<file path="src/clk_pwr_pkg.sv">
// Package: register map, field layout, reset values and mode encodings
package clk_pwr_pkg;
    // Register offsets
    localparam logic [15:0] POWER_MODE_CONTROL_OFS = 16'hF800;
    localparam logic [15:0] CLOCK_PRESCALE_CONTROL_OFS = 16'hF804;
    // Reset values
    localparam logic [7:0] POWER_MODE_CONTROL_RST = 8'h00;
    localparam logic [15:0] CLOCK_PRESCALE_CONTROL_RST = 16'h0000;
    // Field layout
    localparam int PRESCALE_FIELD_W = 9;
    localparam int PRESCALE_FIELD_LSB = 0;
    localparam int COMPARE_W = 8;
    localparam int POWER_MODE_FIELD_LSB = 0;
    localparam int POWER_MODE_FIELD_W = 2;
    // Power mode encodings of the two-bit field
    localparam logic [1:0] PM_ACTIVE0 = 2'h0;
    localparam logic [1:0] PM_IDLE = 2'h1;
    localparam logic [1:0] PM_POWERDOWN = 2'h2;
    localparam logic [1:0] PM_ACTIVE1 = 2'h3;

    // Power state, Gray coded along active-idle-powerdown
    typedef enum logic [1:0] {
        ST_ACTIVE = 2'b00,
        ST_IDLE = 2'b01,
        ST_POWERDOWN = 2'b11
    } pwr_state_e;

    // Wake sources travel together
    typedef struct packed {
        logic nmi;
        logic management_irq_n;
        logic irq;
    } wake_s;

    // Phase clock bundle
    typedef struct packed {
        logic core_phase_one;
        logic core_phase_two;
        logic periph_phase_one;
        logic periph_phase_two;
    } phase_s;
endpackage : clk_pwr_pkg

</file>
<file path="src/clock_prescaler_power_modes.sv">
// Clock prescaler and power mode control logic
`timescale 1ns/1ps

// Overview of operation
// - Prescaled clock has 50% duty and feeds timer and serial units.
// - Divisor equals nine-bit prescale field with low bit cleared, plus two, range 2 to 512.
// - Reset clears prescale, compare, toggle: output starts at quarter input rate.
// - Eight-bit counter increments and compares once per state time.
// - Match while low: drive high, clear counter, keep compare value.
// - Next match: drive low, clear counter, reload compare from upper eight bits.
// - New divisor applies only after current division completes.
// - Software writes mode then halts; mode entered when ready ends halt cycle.
// - Idle freezes core phases (one low, two high); peripheral phases run.
// - Reset, nmi, management irq or unmasked irq wake from idle or powerdown.
// - Powerdown freezes core and peripheral phases, stopping prescaled clock.
// - Sleep indicator goes high when clocks stop in powerdown, if enabled.
module clock_prescaler_power_modes
(
    // Clock and reset
    input wire logic clk,
    input wire logic rst_b,
    // Register port
    input wire logic [15:0] addr,
    input wire logic [15:0] wdata,
    input wire logic wr_stb,
    input wire logic rd_stb,
    output logic [15:0] rdata,
    // Halt cycle from core
    input wire logic halt_cycle,
    input wire logic ready_n,
    // Wake sources
    input wire clk_pwr_pkg::wake_s wake,
    // Pin function select for sleep indicator
    input wire logic sleep_pin_enable,
    // Clock outputs
    output clk_pwr_pkg::phase_s phases,
    output logic prescaled_clock,
    output logic sleep_indicator,
    output logic idle
);
    import clk_pwr_pkg::*;

    // Block structure, in order below:
    // - software registers for power mode and prescale field
    // - registered read path, zero outside the read cycle
    // - power state machine driven by the halt bus cycle
    // - phase generator with separate core and peripheral gating
    // - state time tick derived from the peripheral phases
    // - prescale divider with deferred compare reload
    // - registered status outputs for idle and sleep
    //
    // All state sits in one clock domain; slower rates are enables.
    // The phase outputs are registered, so consumers see clean levels.
    // Gating is by freezing registered levels, never by gating clk.

    // Prescale field layout: odd bit folds into the half-period split
    // Limitation: odd fields lose their low bit, so the divisor rounds down
    // to an even count; this keeps both halves equal at every setting.
    function automatic logic [COMPARE_W-1:0] upper_bits(input logic [PRESCALE_FIELD_W-1:0] f);
        upper_bits = f[PRESCALE_FIELD_W-1:1];
    endfunction : upper_bits

    logic [POWER_MODE_FIELD_W-1:0] power_mode_field_q;
    logic [POWER_MODE_FIELD_W-1:0] power_mode_field_d;
    logic [PRESCALE_FIELD_W-1:0] prescale_field_q;
    logic [PRESCALE_FIELD_W-1:0] prescale_field_d;
    logic [15:0] rdata_q;
    logic [15:0] rdata_d;
    logic wake_any;

    // Registers written by software
    // Reserved bits are dropped on write and read back as zero.
    // Unmapped addresses leave both registers untouched.
    // A prescale write only changes the staged field; the divider
    // picks it up at its own reload point further down.
    always_comb
    begin
        power_mode_field_d = power_mode_field_q;
        prescale_field_d = prescale_field_q;
        if (wr_stb && addr == POWER_MODE_CONTROL_OFS)
            power_mode_field_d = wdata[POWER_MODE_FIELD_LSB +: POWER_MODE_FIELD_W];
        if (wr_stb && addr == CLOCK_PRESCALE_CONTROL_OFS)
            prescale_field_d = wdata[PRESCALE_FIELD_LSB +: PRESCALE_FIELD_W];
    end

    // Read data one cycle after strobe; unmapped reads zero
    // Returning zero outside the read cycle keeps a shared read mux
    // free of stale values, at the cost of one extra register.
    always_comb
    begin
        rdata_d = 16'h0000;
        if (rd_stb && addr == POWER_MODE_CONTROL_OFS)
            rdata_d = {14'h0000, power_mode_field_q};
        else if (rd_stb && addr == CLOCK_PRESCALE_CONTROL_OFS)
            rdata_d = {7'h00, prescale_field_q};
    end

    always_ff @(posedge clk)
    begin
        if (!rst_b)
        begin
            power_mode_field_q <= POWER_MODE_CONTROL_RST[POWER_MODE_FIELD_W-1:0];
            prescale_field_q <= CLOCK_PRESCALE_CONTROL_RST[PRESCALE_FIELD_W-1:0];
            rdata_q <= 16'h0000;
        end
        else
        begin
            power_mode_field_q <= power_mode_field_d;
            prescale_field_q <= prescale_field_d;
            rdata_q <= rdata_d;
        end
    end
    assign rdata = rdata_q;

    // Power state machine
    // Entry happens only from active and only on the edge at which the
    // halt cycle is terminated by ready; mode bits alone change nothing.
    // Exit is on any wake level, so an interrupt that is already pending
    // when the halt ends keeps the device active instead.
    // Mode bits are left as written, so the next halt re-enters the mode.
    pwr_state_e state_q;
    pwr_state_e state_d;
    // Level sensitive wake; an active level also blocks entry
    assign wake_any = wake.nmi | ~wake.management_irq_n | wake.irq;

    always_comb
    begin
        state_d = state_q;
        unique case (state_q)
            ST_ACTIVE:
            begin
                // Entry only when ready ends the halt bus cycle
                if (halt_cycle && !ready_n && !wake_any)
                begin
                    unique case (power_mode_field_q)
                        PM_IDLE: state_d = ST_IDLE;
                        PM_POWERDOWN: state_d = ST_POWERDOWN;
                        default: state_d = ST_ACTIVE;
                    endcase
                end
            end
            ST_IDLE:
                if (wake_any)
                    state_d = ST_ACTIVE;
            ST_POWERDOWN:
                if (wake_any)
                    state_d = ST_ACTIVE;
            default: state_d = ST_ACTIVE;
        endcase
    end

    always_ff @(posedge clk)
    begin
        if (!rst_b)
            state_q <= ST_ACTIVE;
        else
            state_q <= state_d;
    end

    // Phase generator: each clk edge alternates phase one and two
    // The free-running phase bit never stops, so a wake resumes the
    // gated phases in step with the rest of the device.
    // Core phases run only in active; peripheral phases also in idle.
    logic phase_q;
    logic phase_d;
    logic core_run;
    logic periph_run;
    assign core_run = (state_q == ST_ACTIVE);
    assign periph_run = (state_q != ST_POWERDOWN);
    assign phase_d = ~phase_q;

    always_ff @(posedge clk)
    begin
        if (!rst_b)
            phase_q <= 1'b0;
        else
            phase_q <= phase_d;
    end

    // Frozen phases park with one low and two high
    phase_s phases_d;
    phase_s phases_q;
    always_comb
    begin
        phases_d.core_phase_one = core_run & phase_d;
        phases_d.core_phase_two = ~core_run | ~phase_d;
        phases_d.periph_phase_one = periph_run & phase_d;
        phases_d.periph_phase_two = ~periph_run | ~phase_d;
    end

    always_ff @(posedge clk)
    begin
        if (!rst_b)
            phases_q <= '0;
        else
            phases_q <= phases_d;
    end
    assign phases = phases_q;

    // State time tick: one per phase-one/phase-two pair, only while peripherals run
    // Tying the tick to the peripheral gate is what stops the prescaled
    // clock in powerdown while letting it run on through idle.
    logic tick;
    assign tick = phase_q & periph_run;

    // Prescale divider; counter and compare both eight bits
    // Each half period lasts compare plus one ticks, two clk per tick.
    // After reset compare is zero, so the output toggles every tick,
    // which is one quarter of the clk rate.
    // The compare value is only refreshed at the end of a high half, so
    // a write mid-division never shortens or splits a period.
    logic [COMPARE_W-1:0] count_q;
    logic [COMPARE_W-1:0] count_d;
    logic [COMPARE_W-1:0] compare_q;
    logic [COMPARE_W-1:0] compare_d;
    logic prescaled_clock_q;
    logic prescaled_clock_d;
    logic match;
    assign match = (count_q == compare_q);

    always_comb
    begin
        count_d = count_q;
        compare_d = compare_q;
        prescaled_clock_d = prescaled_clock_q;
        if (tick)
        begin
            if (match && !prescaled_clock_q)
            begin
                prescaled_clock_d = 1'b1;
                count_d = '0;
            end
            else if (match)
            begin
                // Reload only here so a running division is never cut short
                prescaled_clock_d = 1'b0;
                count_d = '0;
                compare_d = upper_bits(prescale_field_q);
            end
            else
                count_d = count_q + 8'h01;
        end
    end

    always_ff @(posedge clk)
    begin
        if (!rst_b)
        begin
            count_q <= '0;
            compare_q <= '0;
            prescaled_clock_q <= 1'b0;
        end
        else
        begin
            count_q <= count_d;
            compare_q <= compare_d;
            prescaled_clock_q <= prescaled_clock_d;
        end
    end
    // Equal half periods give the 50% duty for even divisors
    assign prescaled_clock = prescaled_clock_q;

    // Status outputs registered after clocks freeze
    // Both flags move on the same edge as the frozen phase levels, so
    // observers never see the flag ahead of the clocks actually stopping.
    // The sleep flag is only shown when the pin carries that function;
    // powerdown itself does not depend on the pin setting.
    logic sleep_q;
    logic sleep_d;
    logic idle_q;
    logic idle_d;
    assign sleep_d = sleep_pin_enable & (state_q == ST_POWERDOWN);
    assign idle_d = (state_q == ST_IDLE);

    always_ff @(posedge clk)
    begin
        if (!rst_b)
        begin
            sleep_q <= 1'b0;
            idle_q <= 1'b0;
        end
        else
        begin
            sleep_q <= sleep_d;
            idle_q <= idle_d;
        end
    end
    assign sleep_indicator = sleep_q;
    assign idle = idle_q;
endmodule : clock_prescaler_power_modes

</file>
<file path="config.mk">
export PLATFORM = sky130hd
export DESIGN_NAME = clock_prescaler_power_modes
export DESIGN_NICKNAME = d
export VERILOG_FILES = /design/src/clk_pwr_pkg.sv /design/src/clock_prescaler_power_modes.sv
export SDC_FILE = /design/constraint.sdc
export NUM_CORES = 1
export LEC_CHECK = 0
export BUFFER_PORTS_ARGS = -buffer_cell sky130_fd_sc_hd__buf_2
export CAP_MARGIN = 10
export CELL_PAD_IN_SITES_DETAIL_PLACEMENT = 1
export CELL_PAD_IN_SITES_GLOBAL_PLACEMENT = 1
export CORE_ASPECT_RATIO = 1.5
export CORE_MARGIN = 2
export CORE_UTILIZATION = 38
export CTS_BUF_LIST = sky130_fd_sc_hd__clkbuf_8
export CTS_CLUSTER_SIZE = 24
export DETAILED_ROUTE_END_ITERATION = 10
export GPL_TIMING_DRIVEN = 0
export PLACE_DENSITY_LB_ADDON = 0.1
export SYNTH_ARGS = -nofsm -noshare
export SYNTH_HDL_FRONTEND = slang
export SYNTH_SLANG_ARGS = --single-unit
</file>
<file path="constraint.sdc">
create_clock -name clk -period 1.7 [get_ports clk]
set_input_delay 0.085 -clock clk [delete_from_list [all_inputs] [get_ports clk]]
set_output_delay 0.085 -clock clk [all_outputs]
set_load 0.01 [all_outputs]
</file>
### Yosys cells after proc, flatten, opt, wreduce, memory -nomap -nowiden

Cells that the tools add are included.

* add/sub/neg operators: 1
* equality and inequality tests: 10
* muxes and demuxes: 10
* bitwise logic cells: 15
* reduce and logical (&&, ||, !) cells: 18

Operators with widths (count)
* == test 16 bit, second input constant: 2
* 2-to-1 mux 8 bit: 2
* adder 8 x 1 -> 8 bit, second input constant: 1
* == test 8 bit: 1
* 2-to-1 mux 2 bit: 4
* case mux 2 bit (2 select lines): 2
* logical AND 1 bit: 7
* inverter 1 bit: 7
* bitwise AND 1 bit: 4
* == test 2 x 1 -> 1 bit, second input constant: 2
* == test 2 bit, second input constant: 2
* inequality test 2 x 1 -> 1 bit, second input constant: 2
* OR 1 bit: 4
* AND reduction 2 bit: 2
* OR reduction 2 bit: 2
* zero test 1 bit: 3
* AND reduction 3 bit: 1
* OR reduction 3 bit: 1
* zero test 2 bit: 1
* 2-to-1 mux 1 bit: 2
* inequality test 2 bit, second input constant: 1
* nonzero test 2 bit: 1

* bits in registers: 53
* input bits: 42
* output and inout bits: 23

### Longest topological paths before layout

* word-level depth: 7
* depth in mapped cells: 5
* gate-level depth less buffers: 5

### Least setup slack after synthesis

OpenSTA, ideal clock, no wires.

* kind: reg-to-reg
* start point: reg count_q[0]
* end point: reg compare_q[0]
* arrival time: 1343 ps
* path slack: 285 ps
* stages on the path, launching flop included: 5
* cell sequence: dfxtp_1 -> xnor2_1 -> nand4_2 -> nor3_4 -> mux2i_1

* word-level cells in the longest chain between the ends: 4

RTL lines
* start: declaration: RTL line clock_prescaler_power_modes.sv:212 `logic [COMPARE_W-1:0] count_q;`
* start signal: assignment: RTL line clock_prescaler_power_modes.sv:255 `count_q <= count_d;`
* == test 8 bit *: RTL line clock_prescaler_power_modes.sv:219 `assign match = (count_q == compare_q);`
* logical AND 1 bit: RTL line clock_prescaler_power_modes.sv:228 `if (match && !prescaled_clock_q)`
* inverter 1 bit (no source line)
* AND reduction 3 bit (no source line) *
* end signal: assignment: RTL line clock_prescaler_power_modes.sv:256 `compare_q <= compare_d;`
* end: declaration: RTL line clock_prescaler_power_modes.sv:214 `logic [COMPARE_W-1:0] compare_q;`

Mark *: on every way between the ends. The rest lies on a longest branch, timed or not.
A chain may end at the register's enable or synchronous reset.

### Worst setup path after layout

* start point: reg phase_q
* end point: reg prescaled_clock_q (netlist: prescaled_clock)

* word-level cells in the longest chain between the ends: 2

RTL lines
* start: declaration: RTL line clock_prescaler_power_modes.sv:164 `logic phase_q;`
* start signal: assignment: RTL line clock_prescaler_power_modes.sv:177 `phase_q <= phase_d;`
* bitwise AND 1 bit: RTL line clock_prescaler_power_modes.sv:204 `assign tick = phase_q & periph_run;`
* AND reduction 2 bit (no source line)
* end signal: assignment: RTL line clock_prescaler_power_modes.sv:257 `prescaled_clock_q <= prescaled_clock_d;`
* end: declaration: RTL line clock_prescaler_power_modes.sv:216 `logic prescaled_clock_q;`

No other way between the ends.

==> results.md <==
- Status: completed
- Hold Crit Class: input pin to flip-flop
- Max Fclk: 639 MHz
- Crit. End Element: flip-flop
- Inserted Clock Buffers: 5
- Crit path from: phase_q$_SDFF_PN0_
- Yosys Warn Count: 0
- GRT Util Overall: 17.8%
- DP Cell Count: 332
- Prevailing post-synth register cell: dfxtp_1
- Pin count of the biggest net entering global routing: 16
- Power Density: 856 nW/um2
- Initial antenna violation count: 0
- Max Slew Vio Count: 0
- Initial DRT Pass Iterations: 4
- CTS hold repair buffers: 0
- Clk_lat worst skew: 0.30 ns
- Worst slack, placed: 0.0231 ns
- Row count: 31
- First-pass GRT wire length: 8.01 mm
- Die Ht: 91.6 um
- Congestion Overflow GR: 0
- Worst-margin pin slew: 0.570 ns
- Die width: 62.4 um
- Ant. Diodes: 0
- CTS HTree Levels: 2
- Main area contributors after synthesis: dfxtp_1 (47%), xnor2_1 (5.4%), mux2i_1 (5.1%)
- Fin Setup TNS: 0 ns
- Max Cap Viol: 0
- Vias in the first global route: 1,747
- Final nets: 318
- Post-synthesis cell type count: 36
- Syn_area_per_cell: 9.26 um2
- DR WL/cell: 13.8 um
- Commonest cells post-synth: dfxtp_1 (46), nand2_1 (22), a21oi_1 (15)
- Worst EP required: 1.93 ns
- Most common cell in the synthesized netlist: dfxtp_1
- TritonCTS clock tree: yes
- Leading area contributor after synthesis: dfxtp_1
- Post-Route Utilization: 50.1%
- Relative slew slack: 62.0%
- Hold path start: wdata[3]
- Worst Reg2Reg Path Length in Cells: 4
- Seq/Total Area, Yosys: 47.4%
- CTS Sinks: 46
- Ys async rst share: 0%
- Worst Skew: 0.00393 ns
- Hold path cells: 3
- Crit Path Class: flip-flop to flip-flop
- Via/cell ratio: 4.90
- Synth Register Bits: 46
- Filler cell count: 618
- Final Wtd Congestion: 0.722
- Worst-path maximum fanout: 7
- Antenna-violating nets left: 0
- Minimum clock period after layout: 1.56 ns
- Share of the synthesized area in the top cell type: 47.4%
- Die Area: 5720 um2
- Initial drt markers: 44
- Core ar.: 4890 um2
- Crit share post-route: 92.0%
- Setup violators final: 0
- FF-to-FF Start: phase_q$_SDFF_PN0_
- VDD IR max: 0.379 mV
- Port Buffers: 50
- Vias: 1,671
- Post-synthesis cell count: 210
- Area grow syn2layout: 25.9%
- CTS clock-pin slew for the worst setup and hold paths: 0.09 ns
- Worst setup SP type: flip-flop
- Synthesized cell area: 1940 um2
- HPWL after DPL: 3.68 mm
- CTS root buf: clkbuf_8
- Non-filler cells, final: 341
- Post-synth EDFFs: 0
- I/O pins: 65
- CP arrival: 1.79 ns
- Setup ws final: 0.136 ns
- Layout cells sized above 1: 27.6%
- Total Wirelength: 4.69 mm
- Initial core utilization: 39.8%
- Residual DRC: 0
- Final hold vios: 0
- CTS max path bufs: 2
- Leak Pwr: 0.971 nW
## final timing paths
path	end	slack, ns
setup / recovery	prescaled_clock$_SDFFE_PN0P_	0.14
hold / removal	prescale_field_q[3]$_SDFFE_PN0P_	0.04
setup reg to reg	prescaled_clock$_SDFFE_PN0P_	0.14
hold reg to reg	compare_q[2]$_SDFFE_PN0P_	0.47
## layout by cell type, fill, tap and decap left out, types with 2 or more instances in the layout
cell type and count:
buf_2 52, mux2i_1 10, and4_1 5, o21ai_0 11, xnor2_1 12, dfxtp_1 46
inv_1 4, nand4_1 14, nor4_1 3, nor4b_1 2, buf_4 7, ha_1 2
nor2_1 14, clkbuf_1 7, nor3_1 4, a21oi_1 15, nand3_1 3, clkbuf_8 5
xor2_1 3, and2_1 7, nand2_1 22, conb_1 7, clkinvlp_4 2
## power by group
group	internal (mW)	switching [mW]	leakage [nW]	total, mW
registers	1.09	0.00993	0.372	1.10
logic	0.0814	0.0954	0.548	0.177
clock network	0.437	0.381	0.0504	0.819
total	1.61	0.487	0.971	2.09
## registers in the layout, summed over array words and instances, names as in the netlist
register,cells
power_mode_field_q,2
state_q,2
idle,1
phases,4
count_q,8
prescaled_clock,1
sleep_indicator,1
compare_q,8
rdata,9
phase_q,1
prescale_field_q,9
## metrics by stage
step                power, mW  area [um2]  hold slack [ns]
floorplan                1.22        1970            0.223
global placement         1.29        2300            0.354
detailed placement       1.29        2300            0.356
CTS                      2.12        2410           0.0325
global route             2.19        2450           0.0386
finish                   2.09        2450           0.0412
## layout make-up
class                   count  area (um2)  area share (%)
inverters                   4        15.0           0.613
repair buffers             51         270            11.0
clock inverters             3        45.0            1.84
multi-input cells         149         952            38.9
flip-flops and latches     46         921            37.6
plain buffers              17        92.6            3.78
well taps                  66        82.6            3.37
clock buffers               5        68.8            2.81
## worst max-delay path, stage by stage, from the launching register on
cell and delay, ns:
dfxtp_1 0.40, a21boi_4 0.31, nand2_2 0.12, or4_1 0.51, a21oi_1 0.15
## per-layer routing
layer	track usage, %	wire length, um	part of all wire [%]
met1	19.0	1860	40
met5	0	0	0
met2	33.3	2580	55
met4	8.33	87	1.9
met3	3.31	168	3.6
## repair_timing
action	in CTS	in global routing
gates resized for setup	0	2
buffers inserted	0	1
endpoints found under the hold margin	0	0
setup endpoints to repair	0	16
## cells by family (layout without fill, tap and decap cells)
family	count (synthesis)	count (layout)	synth area share, %
and+or+nand+nor	84	84	24.1
DFF	46	46	47.4
AOI/OAI and AO/OA	31	31	9.59
buffers and inverters	21	80	5.53
xor gates and xnor gates	15	15	6.76
muxes	10	10	5.15
adders and majority gates	2	2	1.29
other	1	7	0.193
(Power assumes the default switching activity.)
